### src/verilog/vector_map_pkg.sv
// Notes on behaviour
// With the boot-reset fuse unprogrammed, every reset starts execution at word address 0x0000.
// External request zero maps to 0x0002, pin change zero to 0x0004 and pin change one to 0x0006.
// Timer vectors sit at 0x0008 through 0x0016 in the order timer two, timer one, timer zero.
// Serial vectors sit at 0x0018 through 0x0022 (transfer, receive, empty, transmit, start, overflow).
// Comparator, converter, eeprom, program store and display vectors sit at 0x0024 through 0x002c.
// Pin change two at 0x002e and pin change three at 0x0030 exist only in the larger variant.
// With the vector-select bit set, each interrupt vector is its base address plus the boot start.
// With the boot-reset fuse programmed (0), execution starts after reset at the boot reset address.
// Reset address follows only the fuse, vector start only the select bit; all four pairs work.
// Software sets the change-enable bit, then within four cycles writes the select with enable zero.
// Interrupts are blocked from enable set until after the next instruction, or four cycles, I flag untouched.
// Among several pending enabled requests the lowest vector number is served first.
package vector_map_pkg;
  localparam int          NUM_SRC        = 24;
  localparam logic [15:0] RESET_VECTOR   = 16'h0000;
  localparam logic [15:0] FIRST_VECTOR   = 16'h0002;
  localparam logic [15:0] VECTOR_STRIDE  = 16'h0002;
  localparam logic [15:0] BOOT_START_DEF = 16'h3800;
  localparam int          SMALL_SRC      = 22;
  localparam logic [2:0]  CHANGE_WINDOW  = 3'h4;
  localparam logic [31:0] CTRL_OFFSET    = 32'h0000_0000;
  localparam logic [31:0] STAT_OFFSET    = 32'h0000_0004;
  localparam logic [31:0] MASK_OFFSET    = 32'h0000_0008;
  localparam logic [31:0] VEC_OFFSET     = 32'h0000_000c;
  localparam int          CTRL_CE_BIT    = 0;
  localparam int          CTRL_SEL_BIT   = 1;
  localparam logic [1:0]  RESP_OKAY      = 2'h0;
  localparam logic [1:0]  RESP_SLVERR    = 2'h2;
  localparam logic [1:0]  EVT_TIMEOUT    = 2'h1;
  localparam logic [1:0]  EVT_RELOC      = 2'h2;
  localparam int          EVT_W          = 2;
endpackage : vector_map_pkg

### src/verilog/interrupt_vector_mapper.sv
// Added by the designer: the address map and the AXI4-Lite interface to the registers.
`timescale 1ns/1ps
module interrupt_vector_mapper
  import vector_map_pkg::*;
#(
  parameter bit          LARGE_VARIANT = 1'b1,
  parameter logic [15:0] BOOT_START    = BOOT_START_DEF
) (
  input  wire logic               aclk,
  input  wire logic               aresetn,
  input  wire logic               boot_reset_fuse,
  input  wire logic [NUM_SRC-1:0] irq_request,
  input  wire logic               global_int_flag,
  input  wire logic               instr_retire,
  input  wire logic               vector_ack,
  output logic                    vector_valid,
  output logic [15:0]             vector_addr,
  output logic [15:0]             reset_addr,
  output logic                    vector_select_bit,
  output logic                    irq,
  input  wire logic [31:0]        s_axi_awaddr,
  input  wire logic               s_axi_awvalid,
  output logic                    s_axi_awready,
  input  wire logic [31:0]        s_axi_wdata,
  input  wire logic [3:0]         s_axi_wstrb,
  input  wire logic               s_axi_wvalid,
  output logic                    s_axi_wready,
  output logic [1:0]              s_axi_bresp,
  output logic                    s_axi_bvalid,
  input  wire logic               s_axi_bready,
  input  wire logic [31:0]        s_axi_araddr,
  input  wire logic               s_axi_arvalid,
  output logic                    s_axi_arready,
  output logic [31:0]             s_axi_rdata,
  output logic [1:0]              s_axi_rresp,
  output logic                    s_axi_rvalid,
  input  wire logic               s_axi_rready
);

  typedef enum logic [2:0] {
    ST_OPEN    = 3'b001,
    ST_WINDOW  = 3'b010,
    ST_TRAIL   = 3'b100
  } guard_t;

  guard_t                 guard_reg;
  logic [2:0]             cnt_reg;
  logic                   change_en_reg;
  logic [EVT_W-1:0]       stat_reg;
  logic [EVT_W-1:0]       mask_reg;
  logic [31:0]            awaddr_reg;
  logic [31:0]            wdata_reg;
  logic [3:0]             wstrb_reg;
  logic                   aw_have_reg;
  logic                   w_have_reg;
  logic [NUM_SRC-1:0]     present;
  logic [NUM_SRC-1:0]     pending;
  logic [4:0]             win_idx;
  logic                   win_any;
  logic                   wr_fire;
  logic                   ctrl_wr;
  logic                   sel_wr;
  logic                   blocked;
  logic [EVT_W-1:0]       evt;
  logic [31:0]            rd_next;
  logic [1:0]             rresp_next;

  // sources present in this variant
  assign present = LARGE_VARIANT ? {NUM_SRC{1'b1}} : NUM_SRC'((1 << SMALL_SRC) - 1);

  // requests masked by variant, interrupt flag and block
  assign blocked = (guard_reg != ST_OPEN);
  assign pending = irq_request & present & {NUM_SRC{global_int_flag & ~blocked}};

  // lowest index wins
  always_comb begin
    win_idx = 5'h0;
    win_any = 1'b0;
    for (int i = NUM_SRC - 1; i >= 0; i--) begin
      if (pending[i]) begin
        win_idx = 5'(i);
        win_any = 1'b1;
      end
    end
  end

  // reset address from fuse only
  always_ff @(posedge aclk) begin
    if (!aresetn) begin
      reset_addr <= RESET_VECTOR;
    end else begin
      reset_addr <= boot_reset_fuse ? RESET_VECTOR : BOOT_START;
    end
  end

  // vector presentation to core
  always_ff @(posedge aclk) begin
    if (!aresetn) begin
      vector_valid <= 1'b0;
      vector_addr  <= RESET_VECTOR;
    end else if (vector_valid && !vector_ack) begin
      vector_valid <= 1'b1;
    end else begin
      vector_valid <= win_any;
      // table position, then relocation
      vector_addr  <= (vector_select_bit ? BOOT_START : 16'h0000) + FIRST_VECTOR
                      + 16'(win_idx) * VECTOR_STRIDE;
    end
  end

  // axi write channel capture
  assign wr_fire = aw_have_reg && w_have_reg && !s_axi_bvalid;
  always_ff @(posedge aclk) begin
    if (!aresetn) begin
      aw_have_reg   <= 1'b0;
      w_have_reg    <= 1'b0;
      awaddr_reg    <= 32'h0;
      wdata_reg     <= 32'h0;
      wstrb_reg     <= 4'h0;
      s_axi_awready <= 1'b0;
      s_axi_wready  <= 1'b0;
    end else begin
      s_axi_awready <= !aw_have_reg && !(s_axi_awvalid && s_axi_awready);
      s_axi_wready  <= !w_have_reg && !(s_axi_wvalid && s_axi_wready);
      if (s_axi_awvalid && s_axi_awready) begin
        aw_have_reg <= 1'b1;
        awaddr_reg  <= s_axi_awaddr;
      end else if (wr_fire) begin
        aw_have_reg <= 1'b0;
      end
      if (s_axi_wvalid && s_axi_wready) begin
        w_have_reg <= 1'b1;
        wdata_reg  <= s_axi_wdata;
        wstrb_reg  <= s_axi_wstrb;
      end else if (wr_fire) begin
        w_have_reg <= 1'b0;
      end
    end
  end

  // write response
  always_ff @(posedge aclk) begin
    if (!aresetn) begin
      s_axi_bvalid <= 1'b0;
      s_axi_bresp  <= RESP_OKAY;
    end else if (wr_fire) begin
      s_axi_bvalid <= 1'b1;
      s_axi_bresp  <= (awaddr_reg[31:2] <= VEC_OFFSET[31:2]) ? RESP_OKAY : RESP_SLVERR;
    end else if (s_axi_bready) begin
      s_axi_bvalid <= 1'b0;
    end
  end

  assign ctrl_wr = wr_fire && awaddr_reg[31:2] == CTRL_OFFSET[31:2] && wstrb_reg[0];
  assign sel_wr  = ctrl_wr && change_en_reg && !wdata_reg[CTRL_CE_BIT];

  // timed change guard
  always_ff @(posedge aclk) begin
    if (!aresetn) begin
      guard_reg     <= ST_OPEN;
      cnt_reg       <= 3'h0;
      change_en_reg <= 1'b0;
    end else begin
      case (guard_reg)
        ST_OPEN: begin
          if (ctrl_wr && wdata_reg[CTRL_CE_BIT]) begin
            guard_reg     <= ST_WINDOW;
            change_en_reg <= 1'b1;
            cnt_reg       <= 3'h0;
          end
        end
        ST_WINDOW: begin
          cnt_reg <= cnt_reg + 3'h1;
          if (sel_wr) begin
            guard_reg     <= ST_TRAIL;
            change_en_reg <= 1'b0;
          end else if (cnt_reg + 3'h1 >= CHANGE_WINDOW) begin
            guard_reg     <= ST_OPEN;
            change_en_reg <= 1'b0;
          end
        end
        ST_TRAIL: begin
          if (instr_retire) begin
            guard_reg <= ST_OPEN;
          end
        end
        default: guard_reg <= ST_OPEN;
      endcase
    end
  end

  // select bit changes only inside window
  always_ff @(posedge aclk) begin
    if (!aresetn) begin
      vector_select_bit <= 1'b0;
    end else if (guard_reg == ST_WINDOW && sel_wr) begin
      vector_select_bit <= wdata_reg[CTRL_SEL_BIT];
    end
  end

  // sticky events, set wins over clear
  assign evt[0] = (guard_reg == ST_WINDOW) && !sel_wr && (cnt_reg + 3'h1 >= CHANGE_WINDOW);
  assign evt[1] = (guard_reg == ST_WINDOW) && sel_wr;
  always_ff @(posedge aclk) begin
    if (!aresetn) begin
      stat_reg <= '0;
      mask_reg <= '0;
    end else begin
      if (wr_fire && awaddr_reg[31:2] == STAT_OFFSET[31:2] && wstrb_reg[0]) begin
        stat_reg <= (stat_reg & ~wdata_reg[EVT_W-1:0]) | evt;
      end else begin
        stat_reg <= stat_reg | evt;
      end
      if (wr_fire && awaddr_reg[31:2] == MASK_OFFSET[31:2] && wstrb_reg[0]) begin
        mask_reg <= wdata_reg[EVT_W-1:0];
      end
    end
  end

  always_ff @(posedge aclk) begin
    if (!aresetn) begin
      irq <= 1'b0;
    end else begin
      irq <= |(stat_reg & mask_reg);
    end
  end

  // read decode
  always_comb begin
    rd_next    = 32'h0;
    rresp_next = RESP_OKAY;
    case (s_axi_araddr[31:2])
      CTRL_OFFSET[31:2]: rd_next = {30'h0, vector_select_bit, change_en_reg};
      STAT_OFFSET[31:2]: rd_next = {30'h0, stat_reg};
      MASK_OFFSET[31:2]: rd_next = {30'h0, mask_reg};
      VEC_OFFSET[31:2]:  rd_next = {reset_addr, vector_addr};
      default:           rresp_next = RESP_SLVERR;
    endcase
  end

  // read channel
  always_ff @(posedge aclk) begin
    if (!aresetn) begin
      s_axi_arready <= 1'b0;
      s_axi_rvalid  <= 1'b0;
      s_axi_rdata   <= 32'h0;
      s_axi_rresp   <= RESP_OKAY;
    end else begin
      s_axi_arready <= !s_axi_rvalid && !(s_axi_arvalid && s_axi_arready);
      if (s_axi_arvalid && s_axi_arready) begin
        s_axi_rvalid <= 1'b1;
        s_axi_rdata  <= rd_next;
        s_axi_rresp  <= rresp_next;
      end else if (s_axi_rready) begin
        s_axi_rvalid <= 1'b0;
      end
    end
  end
endmodule : interrupt_vector_mapper

### config.mk
export PLATFORM = sky130hd
export DESIGN_NAME = interrupt_vector_mapper
export DESIGN_NICKNAME = d
export VERILOG_FILES = /design/src/verilog/vector_map_pkg.sv /design/src/verilog/interrupt_vector_mapper.sv
export SDC_FILE = /design/constraint.sdc
export NUM_CORES = 1
export LEC_CHECK = 0
export ABC_CLOCK_PERIOD_IN_PS = 2200
export BUFFER_PORTS_ARGS = -buffer_cell sky130_fd_sc_hd__buf_2
export CELL_PAD_IN_SITES_DETAIL_PLACEMENT = 1
export CELL_PAD_IN_SITES_GLOBAL_PLACEMENT = 2
export CORE_MARGIN = 5
export CORE_UTILIZATION = 21
export CTS_CLUSTER_SIZE = 40
export DETAILED_ROUTE_END_ITERATION = 8
export PLACE_DENSITY_LB_ADDON = 0.1
export SYNTH_ARGS = -nofsm -noshare
export SYNTH_HDL_FRONTEND = slang
export SYNTH_SLANG_ARGS = --single-unit
### constraint.sdc
create_clock -name aclk -period 2.2 [get_ports aclk]
set_input_delay 0.66 -clock aclk [delete_from_list [all_inputs] [get_ports aclk]]
set_output_delay 0.66 -clock aclk [all_outputs]
set_load 0.02 [all_outputs]
Word level (Yosys, flattened, before mapping)
Cells that the tools add are included.
{ "op_classes": {"shift": 0, "magnitude_cmp": 2, "n_mul": 0, "bitwise_logic": 8, "div_mod_pow": 0, "muxes": 73, "eq_ne": 12, "reduce_logical": 43, "addsub": 3} }
{ "ops": {"columns": ["operator", "count"], "rows": [
  ["case mux 32 bit (4 select lines)", 1],
  ["two-way mux 5 bit", 24],
  ["== test 30 x 2 -> 1 bit, second input constant", 3],
  ["== test 30 x 1 -> 1 bit, second input constant", 2],
  ["zero test 30 bit", 2],
  ["two-way mux 1 bit", 35],
  ["less-or-equal comparator 30 x 2 -> 1 bit, second input constant", 1],
  ["two-way mux 14 bit", 2],
  ["bitwise AND 24 bit", 1],
  ["logical AND 1 bit", 21],
  ["adder 15 x 6 -> 16 bit", 1],
  ["adder 14 x 2 -> 15 bit, second input constant", 1],
  ["two-way mux 3 bit", 5],
  ["zero test 1 bit", 10],
  ["nonzero test 2 bit", 5],
  ["case mux 3 bit (3 select lines)", 1],
  ["two-way mux 2 bit", 3],
  ["case mux 3 bit (2 select lines)", 1],
  ["AND reduction 3 bit", 2],
  ["bitwise AND 2 bit", 2],
  ["!= test 2 bit, second input constant", 2],
  ["OR 2 bit", 2],
  ["OR reduction 4 bit", 1],
  ["adder 3 x 1 -> 3 bit, second input constant", 1],
  ["12 further kinds", 12]
]} }
{ "totals": {"reg_bits": 124, "output_inout_bits": 76, "latch_bits": 0, "input_bits": 135, "word_cells": 164, "mem_count": 0, "romBits": 0, "ramBits": 0} }

Logic depth before layout (Yosys ltp)
Gate-level depths: netlist of run 1.
{ "logic_depth": {"ltp_word": 29, "mapped_depth": 10, "depth_no_buf": 10} }

Least setup slack after synthesis of run 1
Ideal clock, no wire load.
{ "synth_timing": {"path_kind": "input -> register", "from": "input global_int_flag", "to": "register vector_addr[5]", "path_buffers": 0, "setup_slack_ns": 0.065, "arrival_ns": 2.076, "setup_time_ns": 0.059, "required_time_ns": 2.141, "cell_stages": 9, "path_cell_list": "nand4bb_4 > or4_4 > o22ai_1 > o21a_1 > ha_1 > nand2_1 > o21ai_0 > nand3_1 > nand2_1"} }
{ "synth_via": {"elab_chain_cells": 27} }
{ "synth_rtl": {"columns": ["element", "line_no", "source"], "rows": [
  ["start, declared", "interrupt_vector_mapper.sv:13", "input wire logic global_int_flag,"],
  ["bitwise AND 1 bit (*)", "interrupt_vector_mapper.sv:73", "assign pending = irq_request & present & {NUM_SRC{global_int_flag & ~blocked}};"],
  ["bitwise AND 24 bit (*)", "interrupt_vector_mapper.sv:73", null],
  ["two-way mux 5 bit (23 in a row)", "interrupt_vector_mapper.sv:80", "if (pending[i]) begin"],
  ["two-way mux 5 bit (*)", "interrupt_vector_mapper.sv:80", null],
  ["adder 15 x 6 -> 16 bit (*)", "interrupt_vector_mapper.sv:107", "+ 16'(win_idx) * VECTOR_STRIDE;"],
  ["end signal, assigned", "interrupt_vector_mapper.sv:106", "vector_addr <= (vector_select_bit ? BOOT_START : 16'h0000) + FIRST_VECTOR"],
  ["end, declared", "interrupt_vector_mapper.sv:17", "output logic [15:0] vector_addr,"]
]} }
Every way passes the cells marked *; elsewhere a longest branch is shown, timed or not.
A chain may end at the register's enable or synchronous reset.

Worst setup path after layout of run 1
Same ends and word-level chain as after synthesis.

==> run_summary.xml, run 1 <==
<?xml version="1.0" encoding="UTF-8"?>
<metrics>
  <group name="status">
    <metric name="outcome" unit="">finished, final reports clean</metric>
  </group>
  <group name="placement">
    <metric name="io_buffer_count" unit="">132</metric>
    <metric name="place_hpwl" unit="mm">8.97</metric>
    <metric name="gp_congestion" unit="">0.701</metric>
    <metric name="dpl_cell_area" unit="um^2">4550</metric>
    <metric name="placed_cells" unit="">796</metric>
    <metric name="detailedPlace.worstSlack" unit="ns">-0.233</metric>
  </group>
  <group name="synthesis">
    <metric name="sequential_cell_area_fraction_in_the_yosys_report" unit="%">40.3</metric>
    <metric name="synthTopCellsByArea" unit="">sky130_fd_sc_hd__dfxtp_1, sky130_fd_sc_hd__buf_4, sky130_fd_sc_hd__a21boi_0</metric>
    <metric name="yosys.area_share.simple" unit="%">25.8</metric>
    <metric name="synth-compound-area-share" unit="%">18.5</metric>
    <metric name="synthArstFlopShare" unit="%">0</metric>
    <metric name="synth_cells" unit="">428</metric>
    <metric name="synthMostInstantiatedCell" unit="">sky130_fd_sc_hd__nand2_1</metric>
    <metric name="synthMuxAreaShare" unit="%">1.45</metric>
    <metric name="yosys.area_share.xor_xnor" unit="%">0.725</metric>
    <metric name="synth.yosys.warnings" unit="">0</metric>
    <metric name="synth_area" unit="um^2">3620</metric>
    <metric name="synth_top_cells_by_count" unit="">sky130_fd_sc_hd__nand2_1, sky130_fd_sc_hd__dfxtp_1, sky130_fd_sc_hd__buf_4, sky130_fd_sc_hd__a21boi_0</metric>
    <metric name="synth_top_cell_area_share" unit="%">40.3</metric>
    <metric name="synth.lib_cells_used.distinct" unit="">53</metric>
    <metric name="postSynth.topFlopCell" unit="">sky130_fd_sc_hd__dfxtp_1</metric>
    <metric name="number_of_enable_flip_flop_cells_after_synthesis" unit="">0</metric>
    <metric name="ys_seq_elements" unit="">73</metric>
    <metric name="synth_adder_area_share" unit="%">0.691</metric>
    <metric name="post_synth.cell_area_avg" unit="um^2">8.47</metric>
    <metric name="synth_top_family_by_area" unit="">simple AND/OR/NAND/NOR gates</metric>
    <metric name="synth_largest_area_cell" unit="">sky130_fd_sc_hd__dfxtp_1</metric>
  </group>
  <group name="routing">
    <metric name="top_signal_layer_used" unit="">met4</metric>
    <metric name="finalWirelength" unit="mm">11.0</metric>
    <metric name="dr_wl_met2" unit="mm">5.34</metric>
    <metric name="drt-wirelength-per-cell" unit="um">13.5</metric>
    <metric name="drc" unit="">0</metric>
    <metric name="drt_first_pass_iters" unit="">4</metric>
    <metric name="met3RoutedLength" unit="um">699</metric>
    <metric name="ant_nets" unit="">0</metric>
    <metric name="m1WireLength" unit="mm">4.87</metric>
    <metric name="vias_per_cell" unit="">4.17</metric>
    <metric name="drt-initial-drc-count" unit="">78</metric>
    <metric name="vias" unit="">3389</metric>
  </group>
  <group name="critical_path">
    <metric name="r2r_slack" unit="ns">0.21</metric>
    <metric name="beginning_of_the_worst_register_to_register_path" unit="">guard_reg[1]</metric>
    <metric name="critical_path.startpoint_type" unit="">primary input</metric>
    <metric name="worst_r2r_endpoint" unit="">vector_addr[5]</metric>
    <metric name="cp-end-kind" unit="">flop</metric>
    <metric name="critical_path.max_fanout" unit="">2</metric>
    <metric name="worst_ep_arrival_time" unit="ns">2.29</metric>
    <metric name="critPathRequiredTime" unit="ns">2.47</metric>
    <metric name="r2r_cells" unit="">9</metric>
    <metric name="critPathKind" unit="">primary input to flop</metric>
  </group>
  <group name="finish">
    <metric name="final_cell_count_no_fill" unit="">812</metric>
    <metric name="num_antenna_cells" unit="">0</metric>
    <metric name="largest_register_ffs" unit="">30</metric>
    <metric name="areaGrowthSynthToFinish" unit="%">34.1</metric>
    <metric name="drive_above_1_share" unit="%">32.5</metric>
    <metric name="finish.instance_area" unit="um^2">4860</metric>
    <metric name="nets" unit="">719</metric>
  </group>
  <group name="clocking">
    <metric name="clock-root-buffer" unit="">sky130_fd_sc_hd__clkbuf_16</metric>
    <metric name="path_clk_slew" unit="ns">0.05</metric>
    <metric name="hold_buffers" unit="">0</metric>
    <metric name="clock_tree_from_tritoncts" unit="">yes</metric>
    <metric name="inserted_clock_buffers" unit="">9</metric>
    <metric name="cts_num_sinks" unit="">73</metric>
    <metric name="clk_path_buf_depth" unit="">2</metric>
    <metric name="h-tree-depth" unit="">3</metric>
    <metric name="clk_latency" unit="ns">0.33</metric>
    <metric name="cts.repair_timing.setup_buffer_count" unit="">0</metric>
  </group>
  <group name="worst_hold_path">
    <metric name="holdPathStages" unit="">2</metric>
    <metric name="min-delay-path-class" unit="">flop to flop</metric>
    <metric name="timing.hold.worst_endpoint" unit="">s_axi_rdata[1]</metric>
    <metric name="holdCritStartpoint" unit="">s_axi_rdata[1]</metric>
  </group>
  <group name="sta">
    <metric name="timing_max_transition_violations_final" unit="">0</metric>
    <metric name="rsz0062_at_grt" unit="">no</metric>
    <metric name="holdWs" unit="ns">0.453</metric>
    <metric name="hold_viol" unit="">0</metric>
    <metric name="period_share" unit="%">91.5</metric>
    <metric name="final-setup-viol-count" unit="">0</metric>
    <metric name="max_freq" unit="MHz">497</metric>
    <metric name="timing.setup.tns" unit="ns">0</metric>
    <metric name="final.setup.worst_slack" unit="ns">0.187</metric>
    <metric name="finalClockSkew" unit="ns">0.00724</metric>
    <metric name="min_period" unit="ns">2.01</metric>
  </group>
  <group name="global_route">
    <metric name="pin_count_of_the_biggest_net_entering_global_routing" unit="">38</metric>
    <metric name="grt_pass1_wl" unit="mm">17.8</metric>
    <metric name="globalRouteOverflowTotal" unit="">0</metric>
    <metric name="grt_antenna_before_repair" unit="">0</metric>
    <metric name="grt_util_all_layers" unit="%">11.0</metric>
    <metric name="grt_pass1_vias" unit="">3636</metric>
  </group>
  <group name="flow_run">
    <metric name="cap_viol_max_count" unit="">0</metric>
  </group>
  <group name="floorplan">
    <metric name="num_rows" unit="">48</metric>
    <metric name="core_area" unit="um^2">17100</metric>
    <metric name="floorplan.die_area" unit="um^2">20000</metric>
    <metric name="start_util" unit="%">21.2</metric>
    <metric name="chipWidth" unit="um">141</metric>
    <metric name="io_pins" unit="">211</metric>
    <metric name="floorplan.die.height" unit="um">141</metric>
  </group>
  <group name="pwr">
    <metric name="total_leakage_power" unit="nW">2.13</metric>
    <metric name="vdd_ir_drop_max" unit="uV">324</metric>
    <metric name="p_per_area" unit="nW/um^2">679</metric>
  </group>
</metrics>
metal layers:
layer,up-vias,track usage [%]
met4,0,2.14
li1,1722,-
met2,85,18.3
met1,1575,13.8
met5,-,0
met3,7,4.11
through the flow:
step                util, %  power, mW
finish                 28.4       3.30
global route           28.4       3.50
global placement       26.6       1.86
floorplan                 -       1.71
detailed placement     26.6       1.87
CTS                    28.3       3.38
worst max-delay path, stage by stage:
cell                        delay (ns)
sky130_fd_sc_hd__buf_2            0.11
sky130_fd_sc_hd__nand4bb_4        0.12
sky130_fd_sc_hd__or4_4            0.50
sky130_fd_sc_hd__o22ai_1          0.17
sky130_fd_sc_hd__o21a_1           0.14
sky130_fd_sc_hd__ha_1             0.18
sky130_fd_sc_hd__nand2_1          0.06
sky130_fd_sc_hd__o21ai_0          0.15
sky130_fd_sc_hd__nand3_1          0.10
sky130_fd_sc_hd__nand2_1          0.09
report_power, final:
part	switching [mW]	internal, mW	total (mW)
logic	0.256	0.175	0.431
registers	0.0333	1.37	1.40
clock network	0.559	0.905	1.46
cell families (layout without fill, tap and decap cells):
| family | after synthesis | count (layout) |
|---|---|---|
| DFF | 73 | 73 |
| buffers and inverters | 70 | 189 |
| adders and majority gates | 2 | 2 |
| and+or+nand+nor | 179 | 179 |
| AOI/OAI and AO/OA | 96 | 96 |
| other | 1 | 41 |
| xor gates and xnor gates | 3 | 3 |
| muxes | 4 | 4 |
layout make-up:
cell class / count / area, um^2
flip-flops and latches: 73 / 1460
fillers: 2106 / 12300
repair buffers: 167 / 923
multi-input cells: 325 / 1870
clock buffers: 11 / 243
inverters: 6 / 22.5
clock inverters: 5 / 55.1
well taps: 225 / 282
placed cells by master (no fill, tap or decap), drive strengths merged, types with 4 or more instances in the layout:
master and count:
nand2 78, dfxtp 73, and2 4, nor2b 11
nor3 4, nand3 8, conb 41, nor3b 4
nor4 19, clkbuf 11, buf 167, and4 4
o21a 5, a21boi 41, a22o 7, nand2b 6
a21oi 11, inv 6, and3 7, o21ai 15
nor2 20
worst max path at each step:
stage / from / to / slack [ns] / depth (start not counted)
after floorplan: global_int_flag / vector_addr[5] / 0.06 / 9
after global placement: irq_request[16] / vector_addr[5] / -0.20 / 9
after detailed placement: irq_request[16] / vector_addr[5] / -0.23 / 9
after CTS: irq_request[16] / vector_addr[5] / 0.12 / 9
after global routing: guard_reg[1] / vector_addr[5] / 0.008 / 9
final: global_int_flag / vector_addr[5] / 0.19 / 10
repair_timing:
item | in CTS | in global routing
endpoints found under the setup margin | 0 | 1
hold endpoints to repair | 0 | 0
gates resized for setup | 0 | 3
(Power assumes the default switching activity.)
==> inputs of run 2 (changes only) <==
==> constraint.sdc (replaced) <==
create_clock -name aclk -period 2.2 [get_ports aclk]
set_input_delay 0.55 -clock aclk [delete_from_list [all_inputs] [get_ports aclk]]
set_output_delay 0.55 -clock aclk [all_outputs]
set_load 0.02 [all_outputs]
==> run_summary.xml, run 2 (same netlist as run 1, synthesis figures left out) <==
<?xml version="1.0" encoding="UTF-8"?>
<metrics>
  <group name="finish">
    <metric name="areaGrowthSynthToFinish" unit="%">31.8</metric>
    <metric name="drive_above_1_share" unit="%">30.8</metric>
    <metric name="nets" unit="">706</metric>
    <metric name="largest_register_ffs" unit="">30</metric>
    <metric name="finish.utilization" unit="%">27.9</metric>
    <metric name="layout_common_cells" unit="">sky130_fd_sc_hd__buf_2, sky130_fd_sc_hd__nand2_1, sky130_fd_sc_hd__dfxtp_1, sky130_fd_sc_hd__conb_1, sky130_fd_sc_hd__a21boi_0</metric>
    <metric name="mostFrequentLayoutCell" unit="">sky130_fd_sc_hd__buf_2</metric>
    <metric name="num_antenna_cells" unit="">0</metric>
  </group>
  <group name="sta">
    <metric name="rsz0062_at_grt" unit="">no</metric>
    <metric name="max_freq" unit="MHz">510</metric>
    <metric name="timing.setup.tns" unit="ns">0</metric>
    <metric name="timing_max_transition_violations_final" unit="">0</metric>
    <metric name="period_share" unit="%">89.1</metric>
    <metric name="hold_viol" unit="">0</metric>
    <metric name="final.setup.worst_slack" unit="ns">0.240</metric>
    <metric name="min_period" unit="ns">1.96</metric>
    <metric name="final-setup-viol-count" unit="">0</metric>
    <metric name="finalClockSkew" unit="ns">0.00778</metric>
  </group>
  <group name="routing">
    <metric name="drt-wirelength-per-cell" unit="um">13.5</metric>
    <metric name="finalWirelength" unit="mm">10.8</metric>
    <metric name="ant_nets" unit="">0</metric>
    <metric name="vias_per_cell" unit="">4.23</metric>
    <metric name="drt_first_pass_iters" unit="">4</metric>
    <metric name="vias" unit="">3376</metric>
    <metric name="drc" unit="">0</metric>
    <metric name="drt-initial-drc-count" unit="">78</metric>
  </group>
  <group name="critical_path">
    <metric name="worst_ep_arrival_time" unit="ns">2.24</metric>
    <metric name="critPathKind" unit="">flop to flop</metric>
    <metric name="crit_top_cell" unit="">sky130_fd_sc_hd__nand2_1</metric>
    <metric name="cp-end-kind" unit="">flop</metric>
    <metric name="crit_path_top_delay_cell" unit="">sky130_fd_sc_hd__or4_4</metric>
    <metric name="critical-path-top-delay-family" unit="">simple AND/OR/NAND/NOR gates</metric>
    <metric name="critical_path.max_fanout" unit="">4</metric>
    <metric name="cp.buffers_inverters" unit="">0</metric>
    <metric name="critical_path.cell_chain" unit="">nand4bb_4, or4_4, o22ai_1, o21a_1, ha_1, nand2_1, o21ai_0, nand3_1, nand2_1</metric>
    <metric name="timing.critical_path.slowest_cell_delay" unit="ns">0.50</metric>
    <metric name="critPathRequiredTime" unit="ns">2.48</metric>
    <metric name="critical_path.startpoint_type" unit="">flop</metric>
  </group>
  <group name="clocking">
    <metric name="clock_tree_from_tritoncts" unit="">yes</metric>
    <metric name="h-tree-depth" unit="">3</metric>
    <metric name="cts_num_sinks" unit="">73</metric>
    <metric name="inserted_clock_buffers" unit="">9</metric>
    <metric name="cts.repair_timing.setup_buffer_count" unit="">0</metric>
    <metric name="ctsResizeCount" unit="">0</metric>
    <metric name="hold_buffers" unit="">0</metric>
    <metric name="path_clk_slew" unit="ns">0.06</metric>
    <metric name="clk_latency" unit="ns">0.34</metric>
    <metric name="clk_path_buf_depth" unit="">2</metric>
    <metric name="clock-root-buffer" unit="">sky130_fd_sc_hd__clkbuf_16</metric>
  </group>
  <group name="pwr">
    <metric name="total_leakage_power" unit="nW">2.08</metric>
    <metric name="vdd_ir_drop_max" unit="uV">434</metric>
    <metric name="totalPowerFinal" unit="mW">3.38</metric>
    <metric name="p_per_area" unit="nW/um^2">709</metric>
  </group>
  <group name="global_route">
    <metric name="pin_count_of_the_biggest_net_entering_global_routing" unit="">38</metric>
    <metric name="grt_util_all_layers" unit="%">10.7</metric>
    <metric name="globalRouteOverflowTotal" unit="">0</metric>
    <metric name="grt_pass1_vias" unit="">3518</metric>
    <metric name="grt_pass1_wl" unit="mm">17.2</metric>
    <metric name="grt_antenna_before_repair" unit="">0</metric>
  </group>
  <group name="floorplan">
    <metric name="floorplan.die.height" unit="um">141</metric>
    <metric name="core_area" unit="um^2">17100</metric>
    <metric name="start_util" unit="%">21.2</metric>
    <metric name="chipWidth" unit="um">141</metric>
    <metric name="num_rows" unit="">48</metric>
    <metric name="io_pins" unit="">211</metric>
    <metric name="floorplan.die_area" unit="um^2">20000</metric>
  </group>
  <group name="placement">
    <metric name="io_buffer_count" unit="">132</metric>
    <metric name="detailedPlace.worstSlack" unit="ns">-0.0659</metric>
    <metric name="place_hpwl" unit="mm">8.84</metric>
    <metric name="gp_congestion" unit="">0.699</metric>
  </group>
  <group name="worst_hold_path">
    <metric name="min-delay-path-class" unit="">primary input to flop</metric>
  </group>
  <group name="flow_run">
    <metric name="cap_viol_max_count" unit="">0</metric>
  </group>
  <group name="status">
    <metric name="outcome" unit="">finished, final reports clean</metric>
  </group>
</metrics>
[run 2: metal layers]
layer | track usage, % | vias to the layer above | wire length, um
met5 | 0 | - | 0
met4 | 3.72 | 0 | 157
met3 | 3.57 | 12 | 719
met2 | 17.7 | 96 | 5240
met1 | 13.1 | 1567 | 4710
li1 | - | 1701 | -
[run 2: final cells by class]
type	count	area, um^2
sequential	73	1460
clock buffer	9	225
fill	2087	12300
tap	225	282
timing repair buffer	154	826
inverter	6	22.5
clock inverter	7	95.1
multi-input combinational	325	1860
[run 2: worst register-to-register path, stage by stage, from the launching register on]
cell,delay (ns)
sky130_fd_sc_hd__dfxtp_1,0.41
sky130_fd_sc_hd__nand4bb_4,0.14
sky130_fd_sc_hd__or4_4,0.50
sky130_fd_sc_hd__o22ai_1,0.18
sky130_fd_sc_hd__o21a_1,0.14
sky130_fd_sc_hd__ha_1,0.17
sky130_fd_sc_hd__nand2_1,0.05
sky130_fd_sc_hd__o21ai_0,0.15
sky130_fd_sc_hd__nand3_1,0.09
sky130_fd_sc_hd__nand2_1,0.08
[run 2: worst paths after layout]
check | start | end | slack [ns] | depth (start not counted)
worst max-delay path | guard_reg[0] | vector_addr[5] | 0.24 | 9
worst max register to register | guard_reg[0] | vector_addr[5] | 0.24 | 9
worst min-delay path | boot_reset_fuse | reset_addr[12] | 0.37 | 2
worst min register to register | s_axi_rvalid | s_axi_arready | 0.44 | 1
[run 2: through the flow]
step / cell area [um^2] / hold slack (ns) / instances
global placement: 4460 / 0.434 / 783
detailed placement: 4460 / 0.442 / 783
global route: 4780 / 0.360 / 799
CTS: 4780 / 0.350 / 799
finish: 4780 / 0.368 / 799
floorplan: 3770 / 0.443 / 468
[run 2: where the power goes]
group	internal, mW	switching, mW	total [mW]
registers	1.37	0.0326	1.40
logic	0.164	0.252	0.416
clock network	0.991	0.575	1.57
total	2.53	0.859	3.38
